File: config.mk
export PLATFORM = sky130hd
export DESIGN_NAME = dskc_seek_issuer
export DESIGN_NICKNAME = d
export VERILOG_FILES = /design/src/design/dskc_pkg.sv /design/src/design/dskc_tick_divider.sv /design/src/design/dskc_word_builder.sv /design/src/design/dskc_seek_issuer.sv
export SDC_FILE = /design/constraint.sdc
export NUM_CORES = 1
export LEC_CHECK = 0
export CAP_MARGIN = 20
export CORE_ASPECT_RATIO = 0.6
export CORE_MARGIN = 4
export CORE_UTILIZATION = 57
export DETAILED_ROUTE_END_ITERATION = 12
export DONT_BUFFER_PORTS = 1
export PLACE_DENSITY = 0.86
export SLEW_MARGIN = 20
export SYNTH_ARGS = -nofsm -noshare
export SYNTH_HDL_FRONTEND = slang
export SYNTH_SLANG_ARGS = --single-unit
File: constraint.sdc
create_clock -name sys_clk -period 3.1 [get_ports sys_clk]
set_input_delay 0.62 -clock sys_clk [delete_from_list [all_inputs] [get_ports sys_clk]]
set_output_delay 0.62 -clock sys_clk [all_outputs]
set_load 0.02 [all_outputs]
File: src/design/dskc_pkg.sv
package dskc_pkg;

  // ****************************************
  // Timing
  // ****************************************
  localparam int unsigned CLK_PERIOD_NS = 25;  // System clock period
  localparam int unsigned TICK_NS = 1000;  // Divider tick, one microsecond
  localparam int unsigned TICK_CYCLES = (TICK_NS + CLK_PERIOD_NS - 1) / CLK_PERIOD_NS;
  localparam int unsigned ACK_WAIT_US = 100;  // Longest wait for the drive to take a word
  localparam int unsigned ACK_WAIT_TICKS = ACK_WAIT_US * TICK_NS / TICK_NS;

  // ****************************************
  // Register offsets (byte addresses)
  // ****************************************
  localparam logic [7:0] OFS_CTRL = 8'h00;  // W: start, word kind, drive
  localparam logic [7:0] OFS_CART = 8'h04;  // RW: cartridge seek fields
  localparam logic [7:0] OFS_MH_CYL = 8'h08;  // RW: multi-head target cylinder
  localparam logic [7:0] OFS_MH_HEAD = 8'h0C;  // RW: multi-head head index
  localparam logic [7:0] OFS_STATUS = 8'h10;  // R: busy and sticky flags, W1C
  localparam logic [7:0] OFS_LAST = 8'h14;  // R: last word sent

  // ****************************************
  // Register field positions
  // ****************************************
  localparam int unsigned CTRL_START_BIT = 0;
  localparam int unsigned CTRL_KIND_LSB = 1;
  localparam int unsigned CTRL_DRIVE_LSB = 3;
  localparam int unsigned CART_DIR_FIELD = 0;
  localparam int unsigned CART_UPPER_FIELD = 1;
  localparam int unsigned CART_DIFF_FIELD = 2;
  localparam int unsigned ST_BUSY_BIT = 0;
  localparam int unsigned ST_DONE_BIT = 1;
  localparam int unsigned ST_BAD_BIT = 2;
  localparam int unsigned ST_TIMEOUT_BIT = 3;

  // ****************************************
  // Drive command word layout
  // ****************************************
  localparam int unsigned CART_MARKER_BIT = 0;
  localparam int unsigned STATUS_REQUEST_FLAG_BIT = 1;
  localparam int unsigned CART_DIR_BIT = 2;
  localparam int unsigned CART_RESET_BIT = 3;
  localparam int unsigned CART_HEAD_BIT = 4;
  localparam int unsigned CYL_DIFFERENCE_LSB = 7;
  localparam int unsigned CYL_DIFFERENCE_MSB = 15;
  localparam int unsigned CYL_ADDRESS_LSB = 0;
  localparam int unsigned CYL_ADDRESS_MSB = 9;
  localparam int unsigned CYL_WORD_FLAG_BIT = 13;
  localparam int unsigned HEAD_CHOICE_FLAG_BIT = 14;
  localparam int unsigned CONTROL_SELECT_BIT = 15;
  localparam int unsigned HEAD_INDEX_LSB = 0;
  localparam int unsigned HEAD_INDEX_MSB = 3;
  localparam logic [3:0] HEAD_COUNT = 4'hE;  // Fourteen heads, index 0..13

  // ****************************************
  // Reset values
  // ****************************************
  localparam logic [10:0] CART_RST = 11'h000;
  localparam logic [9:0] MH_CYL_RST = 10'h000;
  localparam logic [3:0] MH_HEAD_RST = 4'h0;
  localparam logic [31:0] WORD_RST = 32'h00000000;

  // ****************************************
  // Types
  // ****************************************
  typedef enum logic [1:0] {
    KIND_CART_SEEK,
    KIND_MH_SEEK,
    KIND_MH_HEAD,
    KIND_SPARE
  } dskc_kind_type;

  // Everything software has asked for in one order
  typedef struct packed {
    logic [1:0] kind;
    logic cart_dir;
    logic cart_upper;
    logic [8:0] cart_diff;
    logic [9:0] mh_cyl;
    logic [3:0] mh_head;
  } dskc_order_type;

  // What leaves toward the drives
  typedef struct packed {
    logic [31:0] word;
    logic [1:0] drive;
  } dskc_cmd_type;

endpackage

File: src/design/dskc_tick_divider.sv
`timescale 1ns/1ps
// ****************************************
// One-cycle enable every DIVIDE clocks
// ****************************************
module dskc_tick_divider
  import dskc_pkg::*;
#(
  parameter int unsigned DIVIDE = TICK_CYCLES
) (
  input wire logic sys_clk,
  input wire logic rst,
  output logic tick
);

  // A count of one would make the enable a constant
  initial begin
    if (DIVIDE < 2 || DIVIDE > 65535) begin
      $error("dskc_tick_divider: DIVIDE out of range");
    end
  end

  logic [15:0] count_ff;  // Cycles since last tick
  logic [15:0] nxt_count;
  logic tick_ff;  // Registered enable
  logic nxt_tick;

  // Next count and enable
  always_comb begin
    if (count_ff == 16'(DIVIDE - 1)) begin
      nxt_count = 16'h0000;
      nxt_tick = 1'b1;
    end else begin
      nxt_count = count_ff + 16'h0001;
      nxt_tick = 1'b0;
    end
  end

  // Register
  always_ff @(posedge sys_clk or posedge rst) begin
    if (rst) begin
      count_ff <= 16'h0000;
      tick_ff <= 1'b0;
    end else begin
      count_ff <= nxt_count;
      tick_ff <= nxt_tick;
    end
  end

  assign tick = tick_ff;

endmodule

File: src/design/dskc_word_builder.sv
`timescale 1ns/1ps
// ****************************************
// Builds a drive command word from an order
// ****************************************
module dskc_word_builder
  import dskc_pkg::*;
(
  input dskc_order_type order,
  output logic [31:0] word,
  output logic bad
);

  // Unused positions are driven zero so the drive sees a clean word
  function automatic logic [31:0] cart_seek_word(input dskc_order_type o);
    logic [31:0] w;
    w = WORD_RST;
    w[CART_MARKER_BIT] = 1'b1;
    w[STATUS_REQUEST_FLAG_BIT] = 1'b0;
    w[CART_DIR_BIT] = o.cart_dir;
    w[CART_RESET_BIT] = 1'b0;
    w[CART_HEAD_BIT] = o.cart_upper;
    w[CYL_DIFFERENCE_MSB:CYL_DIFFERENCE_LSB] = o.cart_diff;
    return w;
  endfunction

  function automatic logic [31:0] mh_seek_word(input dskc_order_type o);
    logic [31:0] w;
    w = WORD_RST;
    w[CYL_ADDRESS_MSB:CYL_ADDRESS_LSB] = o.mh_cyl;
    w[CYL_WORD_FLAG_BIT] = 1'b1;
    w[HEAD_CHOICE_FLAG_BIT] = 1'b0;
    w[CONTROL_SELECT_BIT] = 1'b0;
    return w;
  endfunction

  function automatic logic [31:0] mh_head_word(input dskc_order_type o);
    logic [31:0] w;
    w = WORD_RST;
    w[HEAD_INDEX_MSB:HEAD_INDEX_LSB] = o.mh_head;
    w[HEAD_CHOICE_FLAG_BIT] = 1'b1;
    return w;
  endfunction

  // Pick the layout; a head beyond the last or an unknown kind is refused
  always_comb begin
    word = WORD_RST;
    bad = 1'b0;
    case (dskc_kind_type'(order.kind))
      KIND_CART_SEEK: begin
        word = cart_seek_word(order);
      end
      KIND_MH_SEEK: begin
        word = mh_seek_word(order);
      end
      KIND_MH_HEAD: begin
        word = mh_head_word(order);
        bad = (order.mh_head >= HEAD_COUNT);
      end
      default: begin
        bad = 1'b1;
      end
    endcase
  end

endmodule

File: src/design/dskc_seek_issuer.sv
`timescale 1ns/1ps
// ****************************************
// Seek and head-select word issuer
// ****************************************
module dskc_seek_issuer
  import dskc_pkg::*;
#(
  parameter int unsigned ACK_TICKS = ACK_WAIT_TICKS
) (
  input wire logic sys_clk,
  input wire logic rst,
  input wire logic [7:0] reg_addr,
  input wire logic [31:0] reg_wdata,
  input wire logic reg_wr,
  input wire logic reg_rd,
  output logic [31:0] reg_rdata,
  output logic [31:0] cmd_word,
  output logic [1:0] cmd_drive,
  output logic cmd_valid,
  input wire logic cmd_ack
);

  // The wait counter is 16 bits wide
  initial begin
    if (ACK_TICKS < 1 || ACK_TICKS > 65535) begin
      $error("dskc_seek_issuer: ACK_TICKS out of range");
    end
  end

  // ****************************************
  // Pin synchroniser
  // ****************************************
  logic ack_meta_ff;  // First stage, read only by the second
  logic ack_sync_ff;  // Safe copy of the drive's acknowledge

  always_ff @(posedge sys_clk or posedge rst) begin
    if (rst) begin
      ack_meta_ff <= 1'b0;
      ack_sync_ff <= 1'b0;
    end else begin
      ack_meta_ff <= cmd_ack;
      ack_sync_ff <= ack_meta_ff;
    end
  end

  // ****************************************
  // Microsecond tick and word builder
  // ****************************************
  logic tick;  // One-cycle enable, once per microsecond
  logic [31:0] built_word;  // Word for the current order
  logic built_bad;  // Order cannot be served

  dskc_tick_divider #(
    .DIVIDE(TICK_CYCLES)
  ) u_div (
    .sys_clk(sys_clk),
    .rst(rst),
    .tick(tick)
  );

  dskc_order_type order;  // Live view of the order registers
  logic [10:0] cart_ff;  // Direction, upper head, difference
  logic [9:0] mh_cyl_ff;  // Target cylinder
  logic [3:0] mh_head_ff;  // Head index
  logic [1:0] kind_ff;  // Word kind taken from the last control write

  assign order = '{kind: kind_ff, cart_dir: cart_ff[CART_DIR_FIELD],
                   cart_upper: cart_ff[CART_UPPER_FIELD],
                   cart_diff: cart_ff[CART_DIFF_FIELD +: 9],
                   mh_cyl: mh_cyl_ff, mh_head: mh_head_ff};

  dskc_word_builder u_build (
    .order(order),
    .word(built_word),
    .bad(built_bad)
  );

  // ****************************************
  // Software registers
  // ****************************************
  logic [10:0] nxt_cart;
  logic [9:0] nxt_mh_cyl;
  logic [3:0] nxt_mh_head;
  logic [1:0] nxt_kind;
  logic [1:0] drive_ff;  // Drive chosen at the last control write
  logic [1:0] nxt_drive;
  logic start_ff;  // One-cycle request from a control write
  logic nxt_start;

  // Kind and drive land in the same cycle as the start is seen
  always_comb begin
    nxt_cart = cart_ff;
    nxt_mh_cyl = mh_cyl_ff;
    nxt_mh_head = mh_head_ff;
    nxt_kind = kind_ff;
    nxt_drive = drive_ff;
    nxt_start = 1'b0;
    if (reg_wr) begin
      case (reg_addr)
        OFS_CTRL: begin
          nxt_kind = reg_wdata[CTRL_KIND_LSB +: 2];
          nxt_drive = reg_wdata[CTRL_DRIVE_LSB +: 2];
          nxt_start = reg_wdata[CTRL_START_BIT];
        end
        OFS_CART: begin
          nxt_cart = reg_wdata[10:0];
        end
        OFS_MH_CYL: begin
          nxt_mh_cyl = reg_wdata[9:0];
        end
        OFS_MH_HEAD: begin
          nxt_mh_head = reg_wdata[3:0];
        end
        default: begin
          nxt_start = 1'b0;
        end
      endcase
    end
  end

  always_ff @(posedge sys_clk or posedge rst) begin
    if (rst) begin
      cart_ff <= CART_RST;
      mh_cyl_ff <= MH_CYL_RST;
      mh_head_ff <= MH_HEAD_RST;
      kind_ff <= 2'h0;
      drive_ff <= 2'h0;
      start_ff <= 1'b0;
    end else begin
      cart_ff <= nxt_cart;
      mh_cyl_ff <= nxt_mh_cyl;
      mh_head_ff <= nxt_mh_head;
      kind_ff <= nxt_kind;
      drive_ff <= nxt_drive;
      start_ff <= nxt_start;
    end
  end

  // ****************************************
  // Issue state machine
  // ****************************************
  typedef enum logic [1:0] {
    ST_IDLE,
    ST_HOLD,
    ST_RELEASE
  } dskc_state_type;

  dskc_state_type state_ff;
  dskc_state_type nxt_state;
  logic [31:0] word_ff;  // Word on the drive bus
  logic [31:0] nxt_word;
  logic [1:0] cmd_drive_ff;  // Drive the word is meant for
  logic [1:0] nxt_cmd_drive;
  logic valid_ff;  // Word is being offered
  logic nxt_valid;
  logic [1:0] sent_kind_ff;  // Kind of the word on the bus
  logic [1:0] nxt_sent_kind;
  logic [15:0] wait_ff;  // Microseconds spent waiting for the drive
  logic [15:0] nxt_wait;
  logic done_ff, bad_ff, tmo_ff;  // Sticky status flags
  logic nxt_done, nxt_bad, nxt_tmo;
  logic clr_wr;  // Write to the status register
  logic ev_done, ev_bad, ev_tmo;  // Events this cycle

  // Word stands still while offered: the drive samples it at leisure
  always_comb begin
    nxt_state = state_ff;
    nxt_word = word_ff;
    nxt_cmd_drive = cmd_drive_ff;
    nxt_valid = valid_ff;
    nxt_sent_kind = sent_kind_ff;
    nxt_wait = wait_ff;
    ev_done = 1'b0;
    ev_bad = 1'b0;
    ev_tmo = 1'b0;
    case (state_ff)
      ST_IDLE: begin
        if (start_ff && built_bad) begin
          ev_bad = 1'b1;
        end else if (start_ff) begin
          nxt_word = built_word;
          nxt_cmd_drive = drive_ff;
          nxt_sent_kind = kind_ff;
          nxt_valid = 1'b1;
          nxt_wait = 16'h0000;
          nxt_state = ST_HOLD;
        end
      end
      ST_HOLD: begin
        if (ack_sync_ff) begin
          nxt_valid = 1'b0;
          ev_done = 1'b1;
          nxt_state = ST_RELEASE;
        end else if (wait_ff == 16'(ACK_TICKS)) begin
          // A dead drive must not hang the controller
          nxt_valid = 1'b0;
          ev_tmo = 1'b1;
          nxt_state = ST_IDLE;
        end else if (tick) begin
          nxt_wait = wait_ff + 16'h0001;
        end
      end
      ST_RELEASE: begin
        if (!ack_sync_ff) begin
          nxt_state = ST_IDLE;
        end
      end
      default: begin
        nxt_valid = 1'b0;
        nxt_state = ST_IDLE;
      end
    endcase
  end

  // Sticky flags: a new event beats a clear in the same cycle
  always_comb begin
    clr_wr = reg_wr && (reg_addr == OFS_STATUS);
    nxt_done = ev_done | (done_ff & ~(clr_wr & reg_wdata[ST_DONE_BIT]));
    nxt_bad = ev_bad | (bad_ff & ~(clr_wr & reg_wdata[ST_BAD_BIT]));
    nxt_tmo = ev_tmo | (tmo_ff & ~(clr_wr & reg_wdata[ST_TIMEOUT_BIT]));
  end

  always_ff @(posedge sys_clk or posedge rst) begin
    if (rst) begin
      state_ff <= ST_IDLE;
      word_ff <= WORD_RST;
      cmd_drive_ff <= 2'h0;
      valid_ff <= 1'b0;
      sent_kind_ff <= 2'h0;
      wait_ff <= 16'h0000;
      done_ff <= 1'b0;
      bad_ff <= 1'b0;
      tmo_ff <= 1'b0;
    end else begin
      state_ff <= nxt_state;
      word_ff <= nxt_word;
      cmd_drive_ff <= nxt_cmd_drive;
      valid_ff <= nxt_valid;
      sent_kind_ff <= nxt_sent_kind;
      wait_ff <= nxt_wait;
      done_ff <= nxt_done;
      bad_ff <= nxt_bad;
      tmo_ff <= nxt_tmo;
    end
  end

  // ****************************************
  // Read port, data one cycle after the strobe
  // ****************************************
  logic [31:0] rdata_ff;
  logic [31:0] nxt_rdata;

  always_comb begin
    nxt_rdata = 32'h00000000;
    if (reg_rd) begin
      case (reg_addr)
        OFS_CART: nxt_rdata = {21'h000000, cart_ff};
        OFS_MH_CYL: nxt_rdata = {22'h000000, mh_cyl_ff};
        OFS_MH_HEAD: nxt_rdata = {28'h0000000, mh_head_ff};
        OFS_STATUS: nxt_rdata = {28'h0000000, tmo_ff, bad_ff, done_ff, state_ff != ST_IDLE};
        OFS_LAST: nxt_rdata = word_ff;
        default: nxt_rdata = 32'h00000000;
      endcase
    end
  end

  always_ff @(posedge sys_clk or posedge rst) begin
    if (rst) begin
      rdata_ff <= 32'h00000000;
    end else begin
      rdata_ff <= nxt_rdata;
    end
  end

  assign reg_rdata = rdata_ff;
  assign cmd_word = word_ff;
  assign cmd_drive = cmd_drive_ff;
  assign cmd_valid = valid_ff;

  // ****************************************
  // Checks on the words offered
  // ****************************************
  chk_cart_marker_set: assert property (@(posedge sys_clk) disable iff (rst)
    valid_ff && sent_kind_ff == KIND_CART_SEEK |-> word_ff[CART_MARKER_BIT])
    else $error("cartridge seek without marker");
  chk_cart_status_clear: assert property (@(posedge sys_clk) disable iff (rst)
    valid_ff && sent_kind_ff == KIND_CART_SEEK |-> !word_ff[STATUS_REQUEST_FLAG_BIT])
    else $error("cartridge seek with status request set");
  chk_cart_direction: assert property (@(posedge sys_clk) disable iff (rst)
    start_ff && state_ff == ST_IDLE && kind_ff == KIND_CART_SEEK
    |=> word_ff[CART_DIR_BIT] == $past(cart_ff[CART_DIR_FIELD]) && valid_ff)
    else $error("direction bit wrong");
  chk_cart_reset_clear: assert property (@(posedge sys_clk) disable iff (rst)
    $rose(valid_ff) && sent_kind_ff == KIND_CART_SEEK |-> !word_ff[CART_RESET_BIT])
    else $error("cartridge seek with reset bit set");
  chk_cart_head_diff: assert property (@(posedge sys_clk) disable iff (rst)
    start_ff && state_ff == ST_IDLE && kind_ff == KIND_CART_SEEK
    |=> word_ff[CART_HEAD_BIT] == $past(cart_ff[CART_UPPER_FIELD])
        && word_ff[CYL_DIFFERENCE_MSB:CYL_DIFFERENCE_LSB] == $past(cart_ff[10:2]))
    else $error("head or difference field wrong");
  chk_mh_cylinder: assert property (@(posedge sys_clk) disable iff (rst)
    start_ff && state_ff == ST_IDLE && kind_ff == KIND_MH_SEEK
    |=> word_ff[CYL_ADDRESS_MSB:CYL_ADDRESS_LSB] == $past(mh_cyl_ff) && word_ff[31:16] == 16'h0000)
    else $error("cylinder address wrong");
  chk_mh_word_flags: assert property (@(posedge sys_clk) disable iff (rst)
    valid_ff && sent_kind_ff == KIND_MH_SEEK
    |-> word_ff[CYL_WORD_FLAG_BIT] && !word_ff[HEAD_CHOICE_FLAG_BIT] && !word_ff[CONTROL_SELECT_BIT])
    else $error("multi-head seek flags wrong");
  chk_head_one_of: assert property (@(posedge sys_clk) disable iff (rst)
    valid_ff && sent_kind_ff == KIND_MH_HEAD
    |-> word_ff[HEAD_INDEX_MSB:HEAD_INDEX_LSB] < HEAD_COUNT && word_ff[HEAD_CHOICE_FLAG_BIT]
        && !word_ff[CYL_WORD_FLAG_BIT] && !word_ff[CONTROL_SELECT_BIT])
    else $error("head select word wrong");
  chk_bad_refused: assert property (@(posedge sys_clk) disable iff (rst)
    start_ff && state_ff == ST_IDLE && built_bad |=> !valid_ff ##0 bad_ff)
    else $error("bad order was issued");

endmodule

==> qor.yml <==
run_status: "completed"
top_layer_used: "met5"
io_buffers: 0
finClkSkew_ps: 5.59
synth_edf_count: 0
overflow: 0
cp.arrival_ps: 2280
p_per_area_nw_per_um2: 497
cts-buffers-inserted: 9
clkTransAtPathRegs_ps: 70
maxCapViolCount: 0
drive_above_1_share: 0.168
slew_headroom: 0.521
wire_per_inst_um: 19.3
die_height_um: 81.3
fin_crit_sh: 0.656
syn_area_sq_um: 5110
hold_class: "in -> async"
first_global_vias: 3252
grt_pass1_wl_mm: 17.4
die_w_um: 130
synth-async-reset-ratio: 1.00
worst_setup_path_end_kind: "flip-flop"
holdWs_ps: 289
finalWeightedCongestion: 0.909
num_rows: 26
start_kind: "flip-flop"
wl_met1_mm: 4.85
n_fill_cell: 645
postCtsHoldBufs: 0
antenna_found_initial: 1
firstDrtPassIters: 7
power.leakage_nw: 2.46
finalSetupViolations: 0
final_nets: 509
dpl.hpwl_mm: 7.85
period_needed_ps: 2030
cts_setup_buffers: 0
synth_top_cell_by_area: "dfrtp_1"
core-area_sq_um: 8620
finalHoldViolCount: 0
route.met2.wl_mm: 4.64
final-seq-area_sq_um: 2630
grt_start_max_net_pins: 106
wl_met3_mm: 1.50
dieArea_sq_um: 10600
synth.area.top_cells: "dfrtp_1 51%, mux2_2 6.4%, buf_4 5.1%"
multiInputGateArea_sq_um: 2220
via_per_inst: 6.11
n_antenna_cell: 0
htree_levels: 3
track_usage: 0.217
synth.top_cell.area_share: 0.514
num_vias: 3523
rsz0062_at_grt: "no"
crit_type: "reg -> reg"
io_pins: 112
cts_sinks: 105
cp.required_ps: 3340
start_util: 0.592
synth_warnings: 0
drt_iter0_markers: 395
drtAntennaViolNets: 0
ys_ff_latch: 105
root_buffer: "clkbuf_16"
cts_resized: 0
tightest_slew_ps: 719
cts.path.max_buffers: 2
place_inst: 562
critPathMaxFanout: 22
tns_ps: 0
synthCells: 463
cts_tree: "yes"
max_freq_mhz: 491
synth_cell_types: 65
ys.flop_type: "dfrtp_1"
area_growth_syn_to_layout_pct: 5.24
avgSynthCellArea_sq_um: 11.0
clock_latency_ps: 350
vdd_drop_max_mv: 0.292
route.detailed.drc: 0
finalNonFillerCells: 577
yosysSeqAreaShare: 0.514
final-max-slew-violation-count: 0
finalWirelength_mm: 11.1
[sequential cells by signal (all words and copies together), names as in the netlist]
register	flops
ack_meta_ff	1
ack_sync_ff	1
bad_ff	1
cart_ff	11
cmd_drive	2
cmd_valid	1
cmd_word	16
done_ff	1
drive_ff	2
kind_ff	2
mh_cyl_ff	10
mh_head_ff	4
reg_rdata	16
start_ff	1
state_ff	2
tmo_ff	1
u_div.count_ff	16
u_div.tick	1
wait_ff	16
[layout by cell type (no fill, tap or decap), types with 10 or more instances in the layout]
master,Yosys,routed
xnor2_1,11,11
conb_1,1,32
nand3_1,17,17
o21ai_0,13,13
o21ai_1,11,11
a21oi_1,10,10
o31ai_1,10,10
nand4_1,10,10
nor2_1,27,27
dfrtp_1,105,105
nand2_1,50,50
mux2_2,29,29
[synth_stat cells (9+ instances only)]
| library cell | count |
|---|---|
| dfrtp_1 | 105 |
| o21ai_1 | 11 |
| nand2_1 | 50 |
| o31ai_1 | 10 |
| a21oi_1 | 10 |
| nor2_1 | 27 |
| xnor2_1 | 11 |
| buf_4 | 35 |
| nand4_1 | 10 |
| mux2_2 | 29 |
| o21ai_0 | 13 |
| inv_1 | 10 |
| a22oi_1 | 9 |
| nand3_1 | 17 |
[worst max-delay path: stages (launching register included)]
cell     delay [ps]
dfrtp_1         440
or3b_1          440
a21o_1          440
buf_4           340
o31ai_1         280
[path summary, 6_finish.rpt]
path                       depth (start not counted)  slack (ps)        start      endpoint
max reg2reg                                        4        1070  state_ff[1]   cmd_word[8]
min reg2reg                                        0         370  ack_meta_ff   ack_sync_ff
min in group sys_clk                               0         290      cmd_ack   ack_meta_ff
max                                                4        1070  state_ff[1]   cmd_word[8]
min                                                2         290          rst   ack_meta_ff
max in group asynchronous                          2        2400          rst  cmd_word[15]
[cell families after synthesis]
family | share of synthesized area
AOI/OAI and AO/OA | 0.103
xor gates and xnor gates | 0.0257
adders and majority gates | 0.00735
buffers and inverters | 0.0735
DFF | 0.514
muxes | 0.102
other | 0.000734
and+or+nand+nor | 0.173
[per-stage QoR]
step / cell area (sq um) / utilization / power [W] / setup WS (ps)
2_1_floorplan: 5230 / - / 0.00158 / 1220
4_1_cts: 5380 / 0.624 / 0.00270 / 1100
3_3_place_gp: 5080 / 0.589 / 0.00156 / 903
6_report: 5380 / 0.624 / 0.00267 / 1070
5_1_grt: 5380 / 0.624 / 0.00277 / 964
3_5_place_dp: 5080 / 0.589 / 0.00157 / 812
[per-layer routing]
layer,global-route usage,up-vias
met5,0,-
met4,0.0633,2
met3,0.0979,21
met2,0.294,197
met1,0.313,1722
li1,-,1581
[where the power goes]
part | internal, W | total, W | switching [W]
sequential | 0.00139 | 0.00142 | 0.0000239
combinational | 0.0000370 | 0.000127 | 0.0000898
clock | 0.000641 | 0.00113 | 0.000485
total | 0.00207 | 0.00267 | 0.000599
[final cells by class]
| cell class | instances | share of cell area |
|---|---|---|
| flip-flops and latches | 105 | 0.489 |
| clock inverters | 5 | 0.0105 |
| inverters | 10 | 0.00768 |
| clock buffers | 10 | 0.0445 |
| repair buffers | 5 | 0.00931 |
| well taps | 112 | 0.0261 |
| multi-input cells | 330 | 0.413 |
Note: power is estimated with default switching activity, not from simulation.
